## src/core/srt_params.svh

```systemverilog
// constants for the serial register access target
`ifndef SRT_PARAMS_SVH
`define SRT_PARAMS_SVH
`define SRT_CLK_MHZ 250
`define SRT_TIMEOUT_US 14000
`define SRT_ADDR_PREFIX 3'h2
`define SRT_GEN_AUTO 7'h00
`define SRT_GEN_HOST 7'h30
`define SRT_ALERT_ADDR 7'h0C
`define SRT_MODE_AUTO 2'h0
`define SRT_SHORT_START 8'h00
`define SRT_BITS_PER_BYTE 4'h8
`define SRT_LAST_TX_BIT 4'h7
`define SRT_STRAP_WAIT 2'h3
`define SRT_PTR_STEP 8'h01
`endif

```

## src/core/srt_pkg.sv

```systemverilog
// types for the serial register access target
package srt_pkg;
  typedef enum logic [2:0] {
    ST_IDLE,
    ST_RX,
    ST_ACK,
    ST_TX,
    ST_HACK,
    ST_PASS
  } srt_state_t;
  typedef enum logic [1:0] {
    K_ADDR,
    K_REG,
    K_DATA
  } srt_kind_t;
endpackage

```

## src/core/srt_target.sv

```systemverilog
// two-wire serial target giving a host byte access to the register map
`timescale 1ns/1ps
`include "srt_params.svh"
module srt_target
  import srt_pkg::*;
#(
  parameter int unsigned TIMEOUT_CYC = `SRT_TIMEOUT_US * `SRT_CLK_MHZ,
  parameter int unsigned TMO_W = 22
) (
  input wire logic core_clk_i,
  input wire logic rstn_i,
  input wire logic scl_i,
  input wire logic sda_i,
  output logic sda_o,
  output logic sda_oe_o,
  input wire logic strap_addr_bit3_i,
  input wire logic strap_addr_bit2_i,
  input wire logic strap_addr_bit1_i,
  input wire logic strap_addr_bit0_i,
  input wire logic [1:0] mode_sel_i,
  input wire logic irq_active_i,
  input wire logic [7:0] reg_rdata_i,
  output logic [7:0] reg_addr_o,
  output logic [7:0] reg_waddr_o,
  output logic [7:0] reg_wdata_o,
  output logic reg_we_o
);

  // ----------------------------------------------------------------
  // pin synchronisers
  // ----------------------------------------------------------------
  logic [7:0] pin_s1_r;
  logic [7:0] pin_s2_r;
  logic scl_d_r;
  logic sda_d_r;
  logic scl_s;
  logic sda_s;
  logic [1:0] mode_s;
  logic [3:0] strap_s;
  always_ff @(posedge core_clk_i) begin
    if (!rstn_i) begin
      pin_s1_r <= 8'hFF;
      pin_s2_r <= 8'hFF;
      scl_d_r <= 1'b1;
      sda_d_r <= 1'b1;
    end else begin
      pin_s1_r <= {scl_i, sda_i, mode_sel_i, strap_addr_bit3_i,
                   strap_addr_bit2_i, strap_addr_bit1_i,
                   strap_addr_bit0_i};
      pin_s2_r <= pin_s1_r;
      scl_d_r <= pin_s2_r[7];
      sda_d_r <= pin_s2_r[6];
    end
  end
  assign scl_s = pin_s2_r[7];
  assign sda_s = pin_s2_r[6];
  assign mode_s = pin_s2_r[5:4];
  assign strap_s = pin_s2_r[3:0];
  logic scl_rise;
  logic scl_fall;
  logic start_det;
  logic stop_det;
  assign scl_rise = scl_s & ~scl_d_r;
  assign scl_fall = ~scl_s & scl_d_r;
  assign start_det = scl_s & scl_d_r & sda_d_r & ~sda_s;
  assign stop_det = scl_s & scl_d_r & ~sda_d_r & sda_s;
  // ----------------------------------------------------------------
  // strap capture
  // ----------------------------------------------------------------
  // straps settle through the synchroniser before they are frozen
  logic [1:0] strap_cnt_r;
  logic [3:0] own_lo_r;
  logic [6:0] own_addr;
  always_ff @(posedge core_clk_i) begin
    if (!rstn_i) begin
      strap_cnt_r <= 2'h0;
      own_lo_r <= 4'h0;
    end else if (strap_cnt_r != `SRT_STRAP_WAIT) begin
      strap_cnt_r <= strap_cnt_r + 2'h1;
      own_lo_r <= strap_s;
    end
  end
  assign own_addr = {`SRT_ADDR_PREFIX, own_lo_r};
  function automatic logic [6:0] gen_addr(input logic [1:0] mode);
    // only 00 selects autonomous; 01 and 11 are host-managed
    gen_addr = (mode == `SRT_MODE_AUTO) ? `SRT_GEN_AUTO
                                        : `SRT_GEN_HOST;
  endfunction
  // ----------------------------------------------------------------
  // protocol engine
  // ----------------------------------------------------------------
  srt_state_t state_r;
  srt_kind_t kind_r;
  logic [7:0] shift_r;
  logic [7:0] tx_r;
  logic [3:0] bcnt_r;
  logic [7:0] ptr_r;
  logic ptr_valid_r;
  logic rd_mode_r;
  logic ara_r;
  logic hack_ok_r;
  logic tmo_r;
  logic byte_done;
  logic own_hit;
  logic gen_hit;
  logic ara_hit;
  logic rw_bit;
  assign byte_done = (state_r == ST_RX) && scl_fall &&
                     (bcnt_r == `SRT_BITS_PER_BYTE);
  assign rw_bit = shift_r[0];
  assign own_hit = (shift_r[7:1] == own_addr);
  assign gen_hit = (shift_r[7:1] == gen_addr(mode_s));
  assign ara_hit = (shift_r[7:1] == `SRT_ALERT_ADDR) &&
                   (mode_s != `SRT_MODE_AUTO);
  always_ff @(posedge core_clk_i) begin
    if (!rstn_i) begin
      state_r <= ST_IDLE;
      kind_r <= K_ADDR;
      shift_r <= 8'h00;
      tx_r <= 8'h00;
      bcnt_r <= 4'h0;
      ptr_r <= 8'h00;
      ptr_valid_r <= 1'b0;
      rd_mode_r <= 1'b0;
      ara_r <= 1'b0;
      hack_ok_r <= 1'b0;
      sda_oe_o <= 1'b0;
      reg_we_o <= 1'b0;
      reg_waddr_o <= 8'h00;
      reg_wdata_o <= 8'h00;
    end else begin
      reg_we_o <= 1'b0;
      if (tmo_r || stop_det) begin
        state_r <= ST_IDLE;
        sda_oe_o <= 1'b0;
        ptr_valid_r <= 1'b0;
      end else if (start_det && state_r != ST_PASS) begin
        // repeated start keeps the pointer loaded earlier
        state_r <= ST_RX;
        kind_r <= K_ADDR;
        bcnt_r <= 4'h0;
        sda_oe_o <= 1'b0;
        rd_mode_r <= 1'b0;
        ara_r <= 1'b0;
      end else begin
        case (state_r)
          ST_RX: begin
            if (scl_rise) begin
              shift_r <= {shift_r[6:0], sda_s};
              bcnt_r <= bcnt_r + 4'h1;
            end else if (byte_done) begin
              state_r <= ST_ACK;
              sda_oe_o <= 1'b1;
              case (kind_r)
                K_ADDR: begin
                  if (own_hit) begin
                    rd_mode_r <= rw_bit;
                    kind_r <= K_REG;
                    if (rw_bit && !ptr_valid_r) begin
                      ptr_r <= `SRT_SHORT_START;
                    end
                  end else if (gen_hit && !rw_bit) begin
                    kind_r <= K_REG;
                  end else if (ara_hit && rw_bit && irq_active_i) begin
                    rd_mode_r <= 1'b1;
                    ara_r <= 1'b1;
                  end else begin
                    state_r <= ST_PASS;
                    sda_oe_o <= 1'b0;
                  end
                end
                K_REG: begin
                  ptr_r <= shift_r;
                  ptr_valid_r <= 1'b1;
                  kind_r <= K_DATA;
                end
                default: begin
                  reg_we_o <= 1'b1;
                  reg_waddr_o <= ptr_r;
                  reg_wdata_o <= shift_r;
                  ptr_r <= ptr_r + `SRT_PTR_STEP;
                end
              endcase
            end
          end
          ST_ACK: begin
            if (scl_fall) begin
              bcnt_r <= 4'h0;
              if (rd_mode_r) begin
                state_r <= ST_TX;
                if (ara_r) begin
                  tx_r <= {own_addr, 1'b0};
                  sda_oe_o <= ~own_addr[6];
                end else begin
                  tx_r <= reg_rdata_i;
                  sda_oe_o <= ~reg_rdata_i[7];
                  ptr_r <= ptr_r + `SRT_PTR_STEP;
                end
              end else begin
                state_r <= ST_RX;
                sda_oe_o <= 1'b0;
              end
            end
          end
          ST_TX: begin
            if (scl_fall) begin
              if (bcnt_r == `SRT_LAST_TX_BIT) begin
                state_r <= ST_HACK;
                hack_ok_r <= 1'b0;
                sda_oe_o <= 1'b0;
              end else begin
                bcnt_r <= bcnt_r + 4'h1;
                tx_r <= {tx_r[6:0], 1'b0};
                sda_oe_o <= ~tx_r[6];
              end
            end
          end
          ST_HACK: begin
            if (scl_rise) begin
              // a low line here means the host wants another byte
              hack_ok_r <= ~sda_s;
              if (sda_s || ara_r) begin
                state_r <= ST_PASS;
              end
            end else if (scl_fall && hack_ok_r) begin
              state_r <= ST_TX;
              bcnt_r <= 4'h0;
              tx_r <= reg_rdata_i;
              sda_oe_o <= ~reg_rdata_i[7];
              ptr_r <= ptr_r + `SRT_PTR_STEP;
            end
          end
          ST_PASS: begin
            sda_oe_o <= 1'b0;
          end
          default: begin
            sda_oe_o <= 1'b0;
          end
        endcase
      end
    end
  end
  always_ff @(posedge core_clk_i) begin
    if (!rstn_i) begin
      sda_o <= 1'b0;
      reg_addr_o <= 8'h00;
    end else begin
      // open drain: the line is only ever pulled low
      sda_o <= 1'b0;
      reg_addr_o <= ptr_r;
    end
  end
  // ----------------------------------------------------------------
  // stuck-clock timeout
  // ----------------------------------------------------------------
  // a wide counter, so simulations should shorten TIMEOUT_CYC
  logic [TMO_W-1:0] tmo_cnt_r;
  always_ff @(posedge core_clk_i) begin
    if (!rstn_i) begin
      tmo_cnt_r <= '0;
      tmo_r <= 1'b0;
    end else if (state_r == ST_IDLE || scl_rise || scl_fall || tmo_r) begin
      tmo_cnt_r <= '0;
      tmo_r <= 1'b0;
    end else if (tmo_cnt_r == TMO_W'(TIMEOUT_CYC - 1)) begin
      tmo_cnt_r <= '0;
      tmo_r <= 1'b1;
    end else begin
      tmo_cnt_r <= tmo_cnt_r + 1'b1;
    end
  end
endmodule // srt_target

```

## config.mk

```make
export PLATFORM = sky130hd
export DESIGN_NAME = srt_target
export DESIGN_NICKNAME = d
export VERILOG_FILES = /design/src/core/srt_pkg.sv /design/src/core/srt_target.sv
export VERILOG_INCLUDE_DIRS = /design/src /design/src/core
export SDC_FILE = /design/constraint.sdc
export NUM_CORES = 1
export LEC_CHECK = 0
export BUFFER_PORTS_ARGS = -buffer_cell sky130_fd_sc_hd__clkbuf_2
export CAP_MARGIN = 10
export CORE_UTILIZATION = 30
export DETAILED_ROUTE_END_ITERATION = 8
export RECOVER_POWER = 100
export SETUP_SLACK_MARGIN = 0.02
export SYNTH_ARGS = -nofsm -noshare
export SYNTH_HDL_FRONTEND = slang
export SYNTH_SLANG_ARGS = --single-unit
```

## constraint.sdc

```tcl
create_clock -name core_clk_i -period 3.15 [get_ports core_clk_i]
set_input_delay 0.63 -clock core_clk_i [delete_from_list [all_inputs] [get_ports core_clk_i]]
set_output_delay 0.63 -clock core_clk_i [all_outputs]
set_load 0.05 [all_outputs]
```

==> Yosys cells after proc, flatten, opt, wreduce, memory -nomap -nowiden <==
Index checks and enable logic that the tools add are counted.
{ "totals": {"register_bits": 109, "in_bits": 19, "output_inout_bits": 27} }
{ "classes": {"add_sub_neg": 4, "eq_ne": 44, "n_mux": 83, "bitwise": 20, "reduce_logical": 50} }
{ "op_table": {"columns": ["operator", "n"], "rows": [
  ["2-to-1 mux 8 bit", 9],
  ["2-to-1 mux 7 bit", 7],
  ["2-to-1 mux 3 bit", 12],
  ["inequality test 3 bit, second input constant", 12],
  ["2-to-1 mux 1 bit", 32],
  ["AND reduction 8 bit", 4],
  ["2-to-1 mux 4 bit", 7],
  ["inequality test 2 bit, second input constant", 13],
  ["case mux 8 bit (3 select lines)", 1],
  ["AND reduction 6 bit", 4],
  ["adder 22 x 1 -> 22 bit, second input constant", 1],
  ["== test 22 bit, second input constant", 1],
  ["case mux 7 bit (3 select lines)", 1],
  ["case mux 4 bit (4 select lines)", 1],
  ["case mux 8 bit (2 select lines)", 1],
  ["== test 7 x 6 -> 1 bit", 2],
  ["2-to-1 mux 2 bit", 7],
  ["inverter 1 bit", 13],
  ["inequality test 4 bit, second input constant", 3],
  ["case mux 3 bit (4 select lines)", 1],
  ["AND reduction 12 bit", 1],
  ["nonzero test 2 bit", 6],
  ["nonzero test 3 bit", 4],
  ["logical AND 1 bit", 9],
  ["other kinds (30)", 49]
]} }

==> Depth between registers and ports, before layout <==
{ "depth": {"word_depth": 12, "mapped_depth": 9} }

==> Worst setup path before layout <==
Ideal clock, no wire load.
{ "synth_timing": {"kind": "in2reg", "from": "in rstn_i", "to": "reg tmo_cnt_r[15]", "t_arrival_ps": 1848, "required_time_ps": 3085, "slack_ps": 1237, "stages": 7, "path_buffers": 2, "cell_sequence": "clkbuf_1 -> inv_2 -> nor4_1 -> o31ai_1 -> nand2b_1 -> clkbuf_1 -> nor2_1"} }
{ "synth_between": {"elab_chain_cells": 2} }
{ "synth_rtl": {"columns": ["item", "line_no", "text"], "rows": [
  ["start: declaration", "srt_target.sv:11", "input wire logic rstn_i,"],
  ["inverter 1 bit (no line)", null, null],
  ["OR reduction 3 bit (no line)", null, null],
  ["end signal: assignment", "srt_target.sv:269", "tmo_cnt_r <= tmo_cnt_r + 1'b1;"],
  ["end: declaration", "srt_target.sv:257", "logic [TMO_W-1:0] tmo_cnt_r;"]
]} }
No other way between the ends.
A chain may end at the register's enable or synchronous reset.

==> Worst setup path in the final report <==
{ "layout_timing": {"from": "reg state_r[1]", "to": "reg tx_r[3]"} }
{ "layout_between": {"elab_chain_cells": 4, "elab_cells_between_ends": 15} }
{ "layout_rtl": {"columns": ["item", "line_no", "text"], "rows": [
  ["start: declaration", "srt_target.sv:92", "srt_state_t state_r;"],
  ["start signal: assignment", "srt_target.sv:117", "state_r <= ST_IDLE;"],
  ["start signal: assignment", "srt_target.sv:134", "state_r <= ST_IDLE;"],
  ["start signal: assignment", "srt_target.sv:139", "state_r <= ST_RX;"],
  ["parallel branches: the longest is 4 deep, another holds AND reduction 9 bit", null, null],
  ["end signal: assignment", "srt_target.sv:192", "tx_r <= {own_addr, 1'b0};"],
  ["end signal: assignment", "srt_target.sv:195", "tx_r <= reg_rdata_i;"],
  ["end signal: assignment", "srt_target.sv:213", "tx_r <= {tx_r[6:0], 1'b0};"],
  ["end: declaration", "srt_target.sv:95", "logic [7:0] tx_r;"]
]} }
Parallel ways; which one is timed is not known.

==> metrics <==
WS Path Type=reg -> reg; Synth Warn #=0; final setup fails=0; clk slew on worst S/H paths=80 ps; unrepaired setup endpoints after global routing=false; setup bufs post-CTS=0; R2R Setup Slk=550 ps; Synth cell types=65; Clk pwr share=0.408; post-route ant nets=0; Tightest Hold Check Type=reg -> reg; final hold viol count=0; routed wire length=11,400 um; Pleak=2.20 nW; Final GP Congestion=approximately 0.92; share of power burned in registers=0.490; vias=4,050; failing checks=capacitance limit, slew limit; r2r startpoint=state_r[1]; DR iter-0 viols=between 300 and 400; die area=17,000 sq um; Util after Layout=0.348; Final Net Count=616; clk buf depth=2; max_cap viols=1; post_cts resized=0; post-DR wirelength/cell=roughly 14 um; detailed-route DRC error count=0; Synth area leader=dfxtp_1; Synth area leaders=dfxtp_1, nor2_1, mux2i_1; Final Skew=9.53 ps; Yosys reg bits=109; CP max stage delay=around 900 ps; CP Max Fanout=14; post-synth top area share=0.442; global-route wire length before repair=18,700 um; EDFF count, synth=0; fill cell count=1,712; register area=approximately 2200 sq um; pin count of the biggest net entering global routing=46; Async S/R FF share, synth=0; Cells after Synth=565; Num Clock Sinks=between 100 and 150; sequential share of the synthesized area=0.442; Worst Setup SP=state_r[1]; total nets after synthesis=between 500 and 600; PD cells=538 nW/um^2; Die Ht=130 um; hold buffers post-CTS=0; critical path arrival=2750 ps; Most used DFF post-synth=dfxtp_1; Worst Max-Slew Pin Slew=about 2000 ps; share of layout cells above drive strength 1=0.0804; Setup TNS=0 ps; NetSw=764 uW; Hold Startpoint=pin_s1_r[5]; clock latency on the worst-skew pair=350 ps; Post-Syn Area per Cell=slightly below 9 sq um; worst path cell trace=buf_4, nor2b_1, nand2_1, o2111ai_1, a311o_1, a21oi_1; row cnt=between 40 and 50; vias in the first global route=roughly 3.7k; IO Port Bufs=44; Gate power share=0.101; Core ar.=16,000 sq um; fin. max-slew vios=46; Startpoint Class=flip-flop; fin crit period=2600 ps; IO Count=46; worst endpoint required time=about 3300 ps; peak supply drop=0.301 mV; root buffer cell=clkbuf_16; H-tree levels=3; TritonCTS buffer count=9; period utilisation layout=0.827; Slowest-stage cell, CP=o2111ai_1; DIE WIDTH=130 um; initial antenna violation count=0; post-synthesis cell area=roughly 4900 sq um; status=finished, violations left; Fmax=384 MHz; dpl hpwl=8050 um; Pint=2.23 mW; diode count=0; Multi-input gate area=between 2000 and 3000 sq um; GRT Total Usage=0.141; area delta synth->final=12.9%; DR pass1 iterations=5; Slew headroom=-0.337; GRT Residual Overflow=0; Switching Fraction=0.255; crit end category=flip-flop; CTS tree=yes; vias per cell=roughly 5; initial core utilization=0.308
==> final cells by class <==
class | count | area share
Tap cell | 216 | 0.0485
Sequential cell | 109 | 0.392
Inverter | 12 | 0.00809
Timing Repair Buffer | 51 | 0.0422
Multi-Input combinational cell | 409 | 0.451
Clock inverter | 7 | 0.0175
Clock buffer | 9 | 0.0404
==> through the flow <==
step                      power [mW]  hold slack (ps)  std cells  area (sq um)  worst slack [ps]
after detailed placement        1.81              392        797          5310               705
final                           3.00              407        813          5570               546
after global placement          1.80              395        797          5310               736
after CTS                       3.04              409        813          5630               670
after floorplan                 1.73              386        565          4940              1240
after global routing            3.14              430        813          5570               259
==> critical path: cells and delay by family (launching register included) <==
family | cells | cell delay [ps]
and+or+nand+nor | 2 | 520
DFF | 1 | 470
buffers and inverters | 1 | 220
AOI/OAI and AO/OA | 3 | 1190
==> power groups by stage <==
stage	logic, mW	registers, mW	clock network (mW)
floorplan	0.245	1.49	0
detailed placement	0.306	1.50	0
global route	0.336	1.48	1.33
CTS	0.308	1.47	1.26
global placement	0.303	1.50	0
finish	0.303	1.47	1.22
==> placed cells by master (no fill, tap or decap), types with 4 or more instances in the layout <==
cell       count
a21oi_1       25
a311o_1        7
a31oi_1        8
a41oi_1        4
and2_1         6
and3_1         8
buf_4          6
clkbuf_1      28
clkbuf_16      9
clkbuf_2      17
dfxtp_1      109
ha_1           5
inv_1         12
mux2i_1       30
nand2_1       43
nand2b_1      25
nand3_1       31
nand4_1       12
nor2_1        89
nor2b_1        6
nor3_1         5
nor4_1         4
o211ai_1       4
o21ai_0       14
xnor2_1        8
xor2_1        18
==> synth_stat cells (11+ instances only) <==
library cell	n
dfxtp_1	109
nor2_1	89
nand2_1	43
nand3_1	31
mux2i_1	30
nand2b_1	25
a21oi_1	24
xor2_1	18
clkbuf_1	17
o21ai_0	14
nand4_1	12
inv_1	11
==> layer usage <==
metal,vias to the layer above,GRT usage,routed length (um)
met3,14,0.0242,391
li1,2036,-,-
met4,0,0.0561,170
met5,-,0,0
met1,1914,0.201,5870
met2,86,0.209,4950
==> sequential cells by signal (all words and copies together) (netlist names), 7 cells and up <==
signal	count
pin_s1_r	8
tmo_cnt_r	22
ptr_r	8
tx_r	7
reg_addr_o	8
pin_s2_r	8
reg_waddr_o	8
shift_r	8
reg_wdata_o	8
==> worst paths after layout <==
check	endpoint	cells after the start
hold / removal	pin_s2_r[5]	1
setup reg to reg	tx_r[3]	6
hold reg to reg	pin_s2_r[5]	1
setup / recovery	tx_r[3]	6
==> cells by family (layout without fill, tap and decap cells) <==
family,count (synthesis),in the layout,share of synthesized area
simple gates,248,248,0.246
other cells,1,1,0.000760
mux,30,30,0.0608
compound gates,99,99,0.148
xor+xnor,26,26,0.0461
flops,109,109,0.442
buf+inv,47,79,0.0439
fa+ha+maj,5,5,0.0127
(Power assumes the default switching activity.)
